## config.mk

```make
export PLATFORM = sky130hd
export DESIGN_NAME = ftm_top
export DESIGN_NICKNAME = d
export VERILOG_FILES = /design/src/core/ftm_pkg.sv /design/src/core/ftm_edge_if.sv /design/src/core/ftm_edge_sync.sv /design/src/core/ftm_top.sv
export SDC_FILE = /design/constraint.sdc
export NUM_CORES = 1
export LEC_CHECK = 0
export ABC_AREA = 1
export BUFFER_PORTS_ARGS = -buffer_cell sky130_fd_sc_hd__buf_2
export CELL_PAD_IN_SITES_DETAIL_PLACEMENT = 1
export CELL_PAD_IN_SITES_GLOBAL_PLACEMENT = 2
export CORE_ASPECT_RATIO = 1.2
export CORE_UTILIZATION = 35
export CTS_CLUSTER_SIZE = 24
export DETAILED_ROUTE_END_ITERATION = 8
export PLACE_DENSITY = 0.93
export SYNTH_ARGS = -nofsm -noshare
export SYNTH_HDL_FRONTEND = slang
export SYNTH_SLANG_ARGS = --single-unit
```

## constraint.sdc

```tcl
create_clock -name clk_i -period 2.73 [get_ports clk_i]
set_input_delay 0.546 -clock clk_i [delete_from_list [all_inputs] [get_ports clk_i]]
set_output_delay 0.546 -clock clk_i [all_outputs]
set_load 0.05 [all_outputs]
```

## src/core/ftm_pkg.sv

```systemverilog
// Package: register map, field layout, reset values and types of the fan tachometer monitor
package ftm_pkg;

    // Register byte offsets on the Wishbone slave
    localparam logic [7:0] FTM_OFF_CTRL = 8'h00;
    localparam logic [7:0] FTM_OFF_STATUS = 8'h04;
    localparam logic [7:0] FTM_OFF_INT_EN = 8'h08;
    localparam logic [7:0] FTM_OFF_INT_CLR = 8'h0C;
    localparam logic [7:0] FTM_OFF_COUNT = 8'h10;
    localparam logic [7:0] FTM_OFF_HIGH = 8'h14;
    localparam logic [7:0] FTM_OFF_LOW = 8'h18;

    // Control register fields
    localparam int FTM_CTRL_ENABLE_BIT = 0;
    localparam int FTM_CTRL_MODE_BIT = 1;
    localparam int FTM_CTRL_EDGE_LSB = 2;
    localparam int FTM_CTRL_EDGE_MSB = 3;

    // Status, interrupt enable and interrupt clear share this layout
    localparam int FTM_ST_READY_BIT = 0;
    localparam int FTM_ST_LIMIT_BIT = 1;

    // Reset values
    localparam logic [1:0] FTM_EDGE_SEL_RST = 2'h0;
    localparam logic [1:0] FTM_INT_EN_RST = 2'h0;
    localparam logic [15:0] FTM_HIGH_RST = 16'hFFFF;
    localparam logic [15:0] FTM_LOW_RST = 16'h0000;
    localparam logic [15:0] FTM_COUNT_RST = 16'h0000;
    localparam logic [15:0] FTM_COUNT_MAX = 16'hFFFF;

    // Tach edges per timed window for each edge_count_select code
    localparam logic [3:0] FTM_EDGES_SEL0 = 4'h2;
    localparam logic [3:0] FTM_EDGES_SEL1 = 4'h3;
    localparam logic [3:0] FTM_EDGES_SEL2 = 4'h5;
    localparam logic [3:0] FTM_EDGES_SEL3 = 4'h9;

    // Timed measurement phase
    typedef enum logic [1:0] {
        FTM_IDLE = 2'b01,
        FTM_MEAS = 2'b10
    } ftm_phase_t;

endpackage

```

## src/core/ftm_edge_if.sv

```systemverilog
// Interface: synchronised edge pulses from the pin synchroniser to the monitor core
`timescale 1ns/1ns
`default_nettype none
interface ftm_edge_if;
    logic rise;
    logic fall;
    modport src (output rise, output fall);
    modport dst (input rise, input fall);
endinterface
`default_nettype wire

```

## src/core/ftm_edge_sync.sv

```systemverilog
// Module: two-flop synchroniser with rising and falling edge pulses
`timescale 1ns/1ns
`default_nettype none
module ftm_edge_sync (
    input wire logic clk_i,
    input wire logic rst_i,
    input wire logic pin_i,
    ftm_edge_if.src ev
);
    import ftm_pkg::*;

    typedef struct packed {
        logic s1;
        logic s2;
        logic s3;
        logic rise;
        logic fall;
    } ftm_sync_t;

    ftm_sync_t q;
    ftm_sync_t d;

    // Only s2 reads s1, so a metastable first stage never reaches logic
    always_comb begin
        d = q;
        d.s1 = pin_i;
        d.s2 = q.s1;
        d.s3 = q.s2;
        d.rise = q.s2 & ~q.s3;
        d.fall = ~q.s2 & q.s3;
    end

    // State register
    always_ff @(posedge clk_i) begin
        if (rst_i) begin
            q <= '0;
        end else begin
            q <= d;
        end
    end

    assign ev.rise = q.rise;
    assign ev.fall = q.fall;

    a_sync_single_edge: assert property (
        @(posedge clk_i) disable iff (rst_i)
        q.rise |=> !q.rise && !q.fall)
        else $error("edge pulse lasted more than one cycle");

endmodule
`default_nettype wire

```

## src/core/ftm_top.sv

```systemverilog
// Module: fan tachometer monitor with Wishbone register slave and interrupt
// What this block does
// - Two modes, free-running pulse count or timed edges, picked by measure_mode_select.
// - Mode 0 adds one to pulse_counter on each rising edge of speed_pulse_input.
// - Free-running pulse_counter wraps from its maximum to zero and keeps counting.
// - Mode 1 counts reference timebase cycles over the selected number of tach edges.
// - After the selected edges, latch the count into pulse_counter and set ready.
// - Ready flag set with count_ready_irq_en one raises the block interrupt.
// - Count outside the high/low limit window sets limit_violation_flag.
// - While limit_violation_flag is set with its interrupt enable one the block raises the interrupt.
`timescale 1ns/1ns
`default_nettype none
module ftm_top (
    input wire logic clk_i,
    input wire logic rst_i,
    input wire logic wb_cyc_i,
    input wire logic wb_stb_i,
    input wire logic wb_we_i,
    input wire logic [7:0] wb_adr_i,
    input wire logic [3:0] wb_sel_i,
    input wire logic [31:0] wb_dat_i,
    output logic [31:0] wb_dat_o,
    output logic wb_ack_o,
    input wire logic speed_pulse_i,
    input wire logic ref_clk_i,
    output logic irq_o
);
    import ftm_pkg::*;

    typedef struct packed {
        logic enable;
        logic mode;
        logic [1:0] edge_sel;
        logic [1:0] int_en;
        logic [1:0] status;
        logic [15:0] pulse_cnt;
        logic [15:0] cycle_cnt;
        logic [3:0] edge_cnt;
        ftm_phase_t phase;
        logic [15:0] high_lim;
        logic [15:0] low_lim;
        logic ack;
        logic [31:0] dat;
        logic irq;
    } ftm_state_t;

    localparam ftm_state_t FTM_STATE_RST = '{
        enable: 1'b0,
        mode: 1'b0,
        edge_sel: FTM_EDGE_SEL_RST,
        int_en: FTM_INT_EN_RST,
        status: 2'h0,
        pulse_cnt: FTM_COUNT_RST,
        cycle_cnt: FTM_COUNT_RST,
        edge_cnt: 4'h0,
        phase: FTM_IDLE,
        high_lim: FTM_HIGH_RST,
        low_lim: FTM_LOW_RST,
        ack: 1'b0,
        dat: 32'h0000_0000,
        irq: 1'b0
    };

    ftm_state_t q;
    ftm_state_t d;

    logic [31:0] wmask;
    logic [31:0] ctrl_rd;
    logic [31:0] ctrl_wr;
    logic [31:0] int_en_wr;
    logic [31:0] high_wr;
    logic [31:0] low_wr;
    logic access;
    logic wr_en;
    logic [1:0] clr_bits;
    logic [1:0] set_bits;
    logic set_ready;
    logic tach_edge;
    logic [15:0] cycle_nx;
    logic [3:0] edge_target;
    logic out_of_window;

    // Synchronised tach and reference timebase edges
    ftm_edge_if tach_ev ();
    ftm_edge_if ref_ev ();

    // Tach pin enters through two flops before any edge logic
    ftm_edge_sync u_tach_sync (
        .clk_i(clk_i),
        .rst_i(rst_i),
        .pin_i(speed_pulse_i),
        .ev(tach_ev.src)
    );

    // The slow reference clock is sampled, not used as a clock
    ftm_edge_sync u_ref_sync (
        .clk_i(clk_i),
        .rst_i(rst_i),
        .pin_i(ref_clk_i),
        .ev(ref_ev.src)
    );

    // Byte lane mask from the Wishbone select lines
    for (genvar b = 0; b < 4; b++) begin : g_lane
        assign wmask[8*b +: 8] = {8{wb_sel_i[b]}};
    end

    // Current control word and byte-merged write images
    assign ctrl_rd = {28'h000_0000, q.edge_sel, q.mode, q.enable};
    assign ctrl_wr = (ctrl_rd & ~wmask) | (wb_dat_i & wmask);
    assign int_en_wr = ({30'h0000_0000, q.int_en} & ~wmask) | (wb_dat_i & wmask);
    assign high_wr = ({16'h0000, q.high_lim} & ~wmask) | (wb_dat_i & wmask);
    assign low_wr = ({16'h0000, q.low_lim} & ~wmask) | (wb_dat_i & wmask);

    // One answer per request; ack drops the cycle after it is given
    assign access = wb_cyc_i & wb_stb_i & ~q.ack;
    assign wr_en = access & wb_we_i;

    // Window length in tach edges (both edges count in timed mode)
    always_comb begin
        edge_target = FTM_EDGES_SEL0;
        case (q.edge_sel)
            2'h0: edge_target = FTM_EDGES_SEL0;
            2'h1: edge_target = FTM_EDGES_SEL1;
            2'h2: edge_target = FTM_EDGES_SEL2;
            2'h3: edge_target = FTM_EDGES_SEL3;
            default: edge_target = FTM_EDGES_SEL0;
        endcase
    end

    // Window check uses the registered count to keep the comparator off long paths
    assign out_of_window = q.enable &&
        ((q.pulse_cnt > q.high_lim) || (q.pulse_cnt < q.low_lim));

    assign tach_edge = tach_ev.rise | tach_ev.fall;

    // Next state: bus slave, measurement engine and interrupt status
    always_comb begin
        d = q;
        set_ready = 1'b0;
        clr_bits = 2'h0;
        cycle_nx = q.cycle_cnt;
        d.ack = access;

        // Register writes take effect on the edge that raises ack
        if (wr_en) begin
            if ({wb_adr_i[7:2], 2'b00} == FTM_OFF_CTRL) begin
                d.enable = ctrl_wr[FTM_CTRL_ENABLE_BIT];
                d.mode = ctrl_wr[FTM_CTRL_MODE_BIT];
                d.edge_sel = ctrl_wr[FTM_CTRL_EDGE_MSB:FTM_CTRL_EDGE_LSB];
            end else if ({wb_adr_i[7:2], 2'b00} == FTM_OFF_INT_EN) begin
                d.int_en = int_en_wr[1:0];
            end else if ({wb_adr_i[7:2], 2'b00} == FTM_OFF_INT_CLR) begin
                clr_bits = wb_dat_i[1:0] & wmask[1:0];
            end else if ({wb_adr_i[7:2], 2'b00} == FTM_OFF_HIGH) begin
                d.high_lim = high_wr[15:0];
            end else if ({wb_adr_i[7:2], 2'b00} == FTM_OFF_LOW) begin
                d.low_lim = low_wr[15:0];
            end
        end

        // Read data; unmapped and write-only addresses read as zero
        if (access && !wb_we_i) begin
            if ({wb_adr_i[7:2], 2'b00} == FTM_OFF_CTRL) begin
                d.dat = ctrl_rd;
            end else if ({wb_adr_i[7:2], 2'b00} == FTM_OFF_STATUS) begin
                d.dat = {30'h0000_0000, q.status};
            end else if ({wb_adr_i[7:2], 2'b00} == FTM_OFF_INT_EN) begin
                d.dat = {30'h0000_0000, q.int_en};
            end else if ({wb_adr_i[7:2], 2'b00} == FTM_OFF_COUNT) begin
                d.dat = {16'h0000, q.pulse_cnt};
            end else if ({wb_adr_i[7:2], 2'b00} == FTM_OFF_HIGH) begin
                d.dat = {16'h0000, q.high_lim};
            end else if ({wb_adr_i[7:2], 2'b00} == FTM_OFF_LOW) begin
                d.dat = {16'h0000, q.low_lim};
            end else begin
                d.dat = 32'h0000_0000;
            end
        end

        // Reference ticks saturate so a window longer than the counter range latches as the slowest value
        if (ref_ev.rise && (q.cycle_cnt != FTM_COUNT_MAX)) begin
            cycle_nx = 16'(q.cycle_cnt + 16'h0001);
        end

        // Measurement engine; disabling holds the count but drops any open window
        if (!q.enable) begin
            d.phase = FTM_IDLE;
            d.edge_cnt = 4'h0;
            d.cycle_cnt = FTM_COUNT_RST;
        end else if (!q.mode) begin
            d.phase = FTM_IDLE;
            d.edge_cnt = 4'h0;
            d.cycle_cnt = FTM_COUNT_RST;
            if (tach_ev.rise) begin
                d.pulse_cnt = 16'(q.pulse_cnt + 16'h0001);
            end
        end else begin
            case (q.phase)
                FTM_IDLE: begin
                    // The window opens on a tach edge with a cleared cycle count
                    if (tach_edge) begin
                        d.phase = FTM_MEAS;
                        d.edge_cnt = 4'h1;
                        d.cycle_cnt = FTM_COUNT_RST;
                    end
                end
                FTM_MEAS: begin
                    d.cycle_cnt = cycle_nx;
                    if (tach_edge) begin
                        if (4'(q.edge_cnt + 4'h1) == edge_target) begin
                            d.pulse_cnt = cycle_nx;
                            set_ready = 1'b1;
                            d.phase = FTM_IDLE;
                            d.edge_cnt = 4'h0;
                            d.cycle_cnt = FTM_COUNT_RST;
                        end else begin
                            d.edge_cnt = 4'(q.edge_cnt + 4'h1);
                        end
                    end
                end
                default: begin
                    d.phase = FTM_IDLE;
                    d.edge_cnt = 4'h0;
                    d.cycle_cnt = FTM_COUNT_RST;
                end
            endcase
        end

        // Sticky status; a set in the same cycle as its clear wins
        set_bits = 2'h0;
        set_bits[FTM_ST_READY_BIT] = set_ready;
        set_bits[FTM_ST_LIMIT_BIT] = out_of_window;
        d.status = (q.status & ~clr_bits) | set_bits;

        // Level interrupt while any enabled status bit is set
        d.irq = |(d.status & d.int_en);
    end

    // State register
    always_ff @(posedge clk_i) begin
        if (rst_i) begin
            q <= FTM_STATE_RST;
        end else begin
            q <= d;
        end
    end

    // All outputs come straight from the state register
    assign wb_ack_o = q.ack;
    assign wb_dat_o = q.dat;
    assign irq_o = q.irq;

    a_mode_zero_count: assert property (
        @(posedge clk_i) disable iff (rst_i)
        (q.enable && !q.mode && tach_ev.rise && q.pulse_cnt != FTM_COUNT_MAX)
        |=> q.pulse_cnt == 16'($past(q.pulse_cnt) + 16'h0001))
        else $error("free-running count did not step on a tach rise");

    a_mode_zero_wrap: assert property (
        @(posedge clk_i) disable iff (rst_i)
        (q.enable && !q.mode && tach_ev.rise && q.pulse_cnt == FTM_COUNT_MAX)
        |=> q.pulse_cnt == 16'h0000)
        else $error("free-running count did not wrap to zero");

    a_mode_one_hold: assert property (
        @(posedge clk_i) disable iff (rst_i)
        (q.enable && q.mode && !set_ready)
        |=> $stable(q.pulse_cnt))
        else $error("timed mode changed the count without a latch");

    a_timed_ref_tick: assert property (
        @(posedge clk_i) disable iff (rst_i)
        (q.enable && q.mode && q.phase == FTM_MEAS && ref_ev.rise && !tach_edge
            && q.cycle_cnt != FTM_COUNT_MAX)
        |=> q.cycle_cnt == 16'($past(q.cycle_cnt) + 16'h0001))
        else $error("reference tick was not counted in the window");

    a_ready_latch: assert property (
        @(posedge clk_i) disable iff (rst_i)
        set_ready |=> q.status[FTM_ST_READY_BIT] && q.pulse_cnt == $past(cycle_nx))
        else $error("timed result not latched with ready flag");

    a_window_restart: assert property (
        @(posedge clk_i) disable iff (rst_i)
        set_ready |=> q.phase == FTM_IDLE && q.cycle_cnt == 16'h0000 && q.edge_cnt == 4'h0)
        else $error("window did not restart after a latch");

    a_ready_irq: assert property (
        @(posedge clk_i) disable iff (rst_i)
        (q.status[FTM_ST_READY_BIT] && q.int_en[FTM_ST_READY_BIT]) |-> irq_o)
        else $error("ready flag with enable did not raise the interrupt");

    a_limit_flag: assert property (
        @(posedge clk_i) disable iff (rst_i)
        (q.enable && (q.pulse_cnt > q.high_lim || q.pulse_cnt < q.low_lim))
        |=> q.status[FTM_ST_LIMIT_BIT] ##1 q.status[FTM_ST_LIMIT_BIT] || out_of_window
            || $past(clr_bits[FTM_ST_LIMIT_BIT]))
        else $error("count outside limits did not set the violation flag");

    a_limit_irq: assert property (
        @(posedge clk_i) disable iff (rst_i)
        (q.status[FTM_ST_LIMIT_BIT] && q.int_en[FTM_ST_LIMIT_BIT]) |-> irq_o)
        else $error("violation flag with enable did not raise the interrupt");

    a_bus_ack_once: assert property (
        @(posedge clk_i) disable iff (rst_i)
        wb_ack_o |=> !wb_ack_o)
        else $error("bus acknowledge lasted more than one cycle");

    a_bus_ack_answer: assert property (
        @(posedge clk_i) disable iff (rst_i)
        (wb_cyc_i && wb_stb_i && !wb_ack_o) |=> wb_ack_o)
        else $error("bus request was not answered in one cycle");

    a_idle_count_hold: assert property (
        @(posedge clk_i) disable iff (rst_i)
        !q.enable |=> $stable(q.pulse_cnt))
        else $error("disabled block changed the count");

    a_ready_clear: assert property (
        @(posedge clk_i) disable iff (rst_i)
        (clr_bits[FTM_ST_READY_BIT] && !set_ready) |=> !q.status[FTM_ST_READY_BIT])
        else $error("ready flag survived its clear");

    a_limit_clear: assert property (
        @(posedge clk_i) disable iff (rst_i)
        (clr_bits[FTM_ST_LIMIT_BIT] && !out_of_window) |=> !q.status[FTM_ST_LIMIT_BIT])
        else $error("violation flag survived its clear while in window");

    a_irq_quiet: assert property (
        @(posedge clk_i) disable iff (rst_i)
        !(|(q.status & q.int_en)) |-> !irq_o)
        else $error("interrupt raised with no enabled status bit");

    a_ready_irq_rise: assert property (
        @(posedge clk_i) disable iff (rst_i)
        (set_ready && q.int_en[FTM_ST_READY_BIT] && !wr_en) |=> irq_o)
        else $error("ready latch with enable did not raise the interrupt at once");

endmodule
`default_nettype wire

```

==> results of run 1 <==
==> per-layer routing <==
metal / wire, microns / global-route usage [%] / up-vias
met3: 386 / 2.67 / 26
li1: - / - / 3213
met1: 8290 / 23.9 / 2886
met2: 9080 / 35.5 / 81
met5: 0 / 0 / -
met4: 453 / 7.71 / 0
==> power groups by stage <==
stage               clock (mW)  sequential [mW]  combinational, mW
floorplan                    0             1.58              0.154
global placement             0             1.58              0.192
detailed placement           0             1.58              0.193
CTS                       1.35             1.54              0.193
global route              1.40             1.54              0.210
finish                    1.31             1.54              0.192
==> placed cells by master, fill, tap and decap left out, drive strengths merged <==
| cell | instances |
|---|---|
| nor2 | 146 |
| inv | 122 |
| buf | 60 |
| or2 | 1 |
| a211oi | 15 |
| dfxtp | 105 |
| o211ai | 14 |
| a21oi | 66 |
| ha | 36 |
| clkbuf | 10 |
| xor2 | 11 |
| o22ai | 15 |
| clkinv | 3 |
| o21ai | 39 |
| xnor2 | 3 |
| nor4 | 1 |
| nor3 | 20 |
| nand3b | 6 |
| nand2 | 236 |
| a21o | 1 |
| and2 | 5 |
| o31ai | 2 |
| o21a | 1 |
| nand3 | 70 |
| o211a | 1 |
| conb | 16 |
| nand4 | 13 |
==> worst max-delay path by stage <==
stage	startpoint	end	cells past startpoint
CTS	q[66]	q[86]	7
finish	q[66]	q[87]	7
floorplan	wb_adr_i[3]	flop	8
global placement	q[66]	q[87]	7
detailed placement	q[66]	q[87]	7
global route	q[66]	q[87]	7
==> area by class of cell <==
cell class              count  area [sq um]
clock buffers              10           239
clock inverters             6          48.8
fillers                  2394         11100
inverters                 119           449
multi-input cells         718          3690
flip-flops and latches    105          2100
well taps                 252           315
repair buffers             60           343
==> metrics by stage <==
stage | cell area, sq um | hold WS (ns) | setup WS (ns) | power [mW] | std cells
after floorplan | 6660 | 0.373 | 0.918 | 1.73 | 1009
after global placement | 6900 | 0.380 | 0.408 | 1.77 | 1254
after detailed placement | 6900 | 0.395 | 0.401 | 1.77 | 1254
after CTS | 7190 | 0.384 | 0.364 | 3.09 | 1270
after global routing | 7190 | 0.402 | 0.178 | 3.15 | 1270
final | 7190 | 0.395 | 0.443 | 3.05 | 1270
==> worst register-to-register path, delay by kind of cell, from the launching register on <==
family,cells,cell delay (ns)
AND/OR/NAND/NOR,5,1.46
flip-flops,1,0.35
buffers and inverters,1,0.05
adder cells (fa/ha/maj),1,0.34
==> cells by family (layout without fill, tap and decap cells) <==
| group | after synthesis | in the layout |
|---|---|---|
| AO/OA/AOI/OAI | 154 | 154 |
| XOR/XNOR | 14 | 14 |
| adder cells (fa/ha/maj) | 36 | 36 |
| buffers and inverters | 186 | 195 |
| flip-flops | 105 | 105 |
| other | 1 | 16 |
| AND/OR/NAND/NOR | 498 | 498 |
==> impl_results.md, run 1 <==
* Setup Fix Bufs, Post-CTS at 0
* Core area at 18,300 sq um
* EDFF count, synth at 0
* Min-Delay Path Class: in -> reg
* Worst r2r path cells at 7
* Drt total wl at 18,200 microns
* # nets final at around 1,100
* CTS tree: yes
* Element type at the critical path start: flop
* Max clock buf depth at 2
* Final Hold Vio Count at 0
* Largest cells by area after synthesis: dfxtp_1, nand2_1, nor2_1, ha_1, inv_1
* CP Buf/Inv Count at 1
* Skew-Pair Late Insertion Delay at 0.36 ns
* Mapped Cells at a little under 1,000
* Post-synth top area share at 31.8%
* Total grt overflow at 0
* Sequential share of power at 50.7%
* Final slew viol count at 0
* Initial antenna violation count at 0
* Vias in the first global route at 6,451
* Fin crit share at between 80% and 90%
* Internal at 2.24 mW
* Required time of the worst setup path at approximately 3 ns
* Pre-Repair DR Iteration Count at 4
* CTS Buf Count at 9
* WS Path Type: reg -> reg
* Adder-Cell Fraction of Synth Area at 6.82%
* Avg Vias per Cell at 4.89
* DRC violations left at 0
* Final TNS setup at 0 ns
* Fin util at 39.3%
* MaxCap Viol Count at 0
* Final min period at 2.29 ns
* GRT Util Overall at 19.9%
* Critical path's slowest cell: nor2_1
* Sink Count at 105
* Max-slew headroom at roughly 31%
* Comb pwr share at 6.3%
* XOR/XNOR Fraction of Synth Area at 1.86%
* Distinct cells, synth at 41
* Setup repair after global routing missed its margin: no
* FF-to-FF Start: q[66]
* Initial Utilization at 36.1%
* Mapped Area at 6600 sq um
* Main combinational cell family by area after synthesis: simple AND/OR/NAND/NOR gates
* Flop2flop setup slack at 0.44 ns
* CP Capture Type: flop
* Net Sw Frac at 26.5%
* Sequential area share after synthesis at 31.8%
* Die Wd at 127 microns
* DP HPWL at 14,100 microns
* Crit-path cells: inv_1, ha_1, nor2_1, nand3_1, nor2_1, nor2_1, nor2_1
* Peak Freq at 437 MHz
* Outcome: finished clean
* Reg-to-reg endpoint: q[87]
* Average size of a mapped cell at 6.64 sq um
* Multiplexer share of the synthesized area at 0%
* Hold path depth at 3
* Async SR Flop Fraction at 0%
* Clock H-tree levels at 3
* Post-CTS resize count at 0
* Clk_skew at 0.0114 ns
* Worst slew pin tran at 1.03 ns
* Area Growth Syn to Fin at 8.87%
* Worst VDD drop at 0.279 mV
* Synth Warn # at 0
* GP Congestion at 0.831
* Hold-fix buffers, CTS at 0
* Switch Pwr at approximately 0.8 mW
* Most numerous cell in the Yosys netlist: nand2_1
* Crit path max fanout at 14
* Hold Startpoint: speed_pulse_i
* CTS Root Cell: clkbuf_16
* Final setup viols at 0
* Pwr Density at 424 nW/um^2
* Synth Area in Compound Gates at 13.5%
* Commonest cells in the netlist: nand2_1, nor2_1, inv_1
* Largest delay share family, worst path: simple AND/OR/NAND/NOR gates
* Buffers added on ports at between 40 and 50
* Routed via count at slightly above 6,000
* DRT iter0 DRCs at 161
* Final ANT Viol Nets at 0
* Main synth FF type: dfxtp_1
* #FFs+latches synth at 105
* Share of layout cells above drive strength 1 at 10.6%
* Row count at 54
* Clock share of power at 43.0%
* Antenna Cells at 0
* Die H at 152 microns
* First-pass GRT wire length at 31,200 microns
* Post-synthesis simple-gate area fraction at between 30% and 40%
* Worst-path clk slew at approximately 0.080 ns
* DIE AREA at 19,400 sq um
* CP peak stage delay at between 0.8 and 0.9 ns
* Largest net degree at the start of global routing at 40
* # IOs at 85
* Worst Hold End: u_tach_sync.d[3]
* Drt wl/cell at about 14 microns
* Static leakage at around 3.3 nW
* Yosys top cell by area: dfxtp_1
* Most frequent CP cell: nor2_1
* Worst path arrival time at 2.58 ns
Power figures use the tool's default switching activity.
==> run 2, diff against run 1 <==
--- a/config.mk
+++ b/config.mk
@@ -10,10 +10,10 @@
 export CELL_PAD_IN_SITES_DETAIL_PLACEMENT = 1
 export CELL_PAD_IN_SITES_GLOBAL_PLACEMENT = 2
 export CORE_ASPECT_RATIO = 1.2
-export CORE_UTILIZATION = 35
+export CORE_UTILIZATION = 32
 export CTS_CLUSTER_SIZE = 24
 export DETAILED_ROUTE_END_ITERATION = 8
-export PLACE_DENSITY = 0.93
+export PLACE_DENSITY = 0.86
 export SYNTH_ARGS = -nofsm -noshare
 export SYNTH_HDL_FRONTEND = slang
 export SYNTH_SLANG_ARGS = --single-unit
==> constraint.sdc (replaced) <==
create_clock -name clk_i -period 2.27 [get_ports clk_i]
set_input_delay 0.454 -clock clk_i [delete_from_list [all_inputs] [get_ports clk_i]]
set_output_delay 0.454 -clock clk_i [all_outputs]
set_load 0.05 [all_outputs]
==> run 2 against run 1 <==
  * Highest routed layer unchanged
  * Via count rose by 1.3%
  * Largest power group unchanged
  * Non-clock buffer count rose by 9
  * Sequential share of layout area fell by 0.44 points
  * Flip-flop and latch count did not move
  * Combinational power rose by 24%
  * Cell count rose by 1.7%
  * Sequential power rose by 21%
  * Worst hold slack got worse by 0.094 ns
  * Critical path depth rose by 4
  * Routed wire length rose by 4.4%
  * First-iteration DRC count rose by 37%
  * Setup slack got worse by 0.17 ns
==> impl_results.md, run 2 (synthesized netlist as in run 1, its figures left out) <==
* Peak Freq at 500 MHz
* Outcome: finished clean
* Sink Count at 105
* DIE AREA at roughly 21,000 sq um
* WS Path Type: reg -> reg
* Finished Layout Cells at ~1,300
* Worst slew pin tran at 0.545 ns
* GP Congestion at roughly 0.83
* Largest net degree at the start of global routing at 44
* Vias in the first global route at 6,483
* Fin crit share at 88.0%
* Die H at about 160 microns
* Final setup viols at 0
* Crit path max fanout at 12
* Drt total wl at 19,000 microns
* Worst-path clk slew at 0.08 ns
* # nets final at between 1,000 and 1,500
* Final Hold Vio Count at 0
* Register area at 2100 sq um
* CTS Buf Count at 9
* MaxCap Viol Count at 0
* Post-CTS resize count at 0
* Final ANT Viol Nets at 0
* DRC violations left at 0
* Die Wd at roughly 130 microns
* Most frequent cells in the layout: nand2_1, nor2_1, inv_1
* # IOs at 85
* First-pass GRT wire length at ~32,000 microns
* Setup Fix Bufs, Post-CTS at 0
* Clock H-tree levels at 3
* Element type at the critical path start: flop
* Flop2flop setup slack at 0.27 ns
* Max-slew headroom at approximately 64%
* Required time of the worst setup path at 2.52 ns
* Pwr Density at 507 nW/um^2
* CP Capture Type: flop
* Clk_skew at ~0.012 ns
* Min-Delay Path Class: in -> reg
* Setup repair after global routing missed its margin: no
* Total of fill cells in the finished design at between 2,000 and 3,000
* Initial Utilization at between 30% and 40%
* Skew-Pair Late Insertion Delay at around 0.36 ns
* Commonest non-fill, non-tap cell in the layout: nand2_1
* Area Growth Syn to Fin at 10.5%
* Avg Vias per Cell at just under 5
* Setup WS pre-CTS at 0.232 ns
* Share of layout cells above drive strength 1 at 11.5%
* Antenna Cells at 0
* Static leakage at between 3 and 4 nW
* CTS tree: yes
* Final min period at 2.00 ns
* DP HPWL at 14,500 microns
* Initial antenna violation count at 0
* CTS Root Cell: clkbuf_16
* Pre-Repair DR Iteration Count at 4
* Worst path arrival time at about 2.2 ns
* Core area at roughly 20,000 sq um
* Hold-fix buffers, CTS at 0
* Max clock buf depth at 2
* PnR worst setup slack at between 0.2 and 0.3 ns
* Total grt overflow at 0
* Drt wl/cell at 14.7 microns
* Final slew viol count at 0
* Buffers added on ports at between 40 and 50
* GRT Util Overall at between 15 and 20%
* Cells after DPL at between 1,000 and 1,500
* Worst VDD drop at 0.248 mV
* DRT iter0 DRCs at 221
* Fin util at 36.0%
* Final TNS setup at 0 ns
* Row count at 57
* Area of the multi-input gates at 3690 sq um
* Routed via count at approximately 6,300
-- run 2: changes by cell type in the layout (fill, tap and decap cells not counted) --
cell | before | now
clkinv_2 | 1 | 0
buf_4 | 11 | 19
clkbuf_8 | 1 | 2
buf_12 | 1 | 2
inv_6 | 3 | 1
inv_8 | 0 | 1
nand2_2 | 11 | 12
clkinv_4 | 2 | 3
nand2_1 | 224 | 223
-- run 2: critical path, stage by stage (launching register included) --
cell and delay, ns:
dfxtp_1 0.38, ha_1 0.28, nand3_2 0.15, nor3_4 0.20, nand3_4 0.14, nand2_4 0.20, buf_4 0.17, nand2_1 0.05
nand2_1 0.11, nor2_1 0.06, nor2_1 0.10, nor2_1 0.05
-- run 2: through the flow --
step | hold WS, ns | instance area [sq um] | power (mW)
after floorplan | 0.373 | 6660 | 2.09
after global placement | 0.381 | 7000 | 2.14
after detailed placement | 0.390 | 7000 | 2.14
after CTS | 0.290 | 7290 | 3.75
after global routing | 0.312 | 7300 | 3.84
final | 0.301 | 7300 | 3.70
-- run 2: layer usage --
metal	vias to the layer above	GRT usage [%]	share of wire, %
met2	62	34.7	52
li1	3235	-	-
met5	-	0	0
met3	15	2.16	1.8
met1	2975	22.0	45
met4	0	5.11	1.4
-- run 2: path summary, 6_finish.rpt --
check / end / cells past startpoint / from
hold reg to reg: u_ref_sync.ev.rise / 1 / u_ref_sync.q[2]
hold / removal: u_tach_sync.d[3] / 3 / speed_pulse_i
setup / recovery: q[97] / 11 / q[73]
setup reg to reg: q[97] / 11 / q[73]
-- run 2: final cells by class --
type                       count  share of cell area [%]
clock buffer                  11                    3.46
timing repair buffer          69                    5.80
tap                          265                    4.54
inverter                     119                    6.16
sequential                   105                    28.8
multi-input combinational    718                    50.6
clock inverter                 5                   0.634
-- run 2: power breakdown --
part           switching, mW  internal, mW  total, mW  leakage, nW
sequential           0.00531          1.85       1.86        0.848
combinational          0.183        0.0544      0.238         2.34
clock                  0.782         0.825       1.61        0.148
total                  0.971          2.73       3.70         3.34
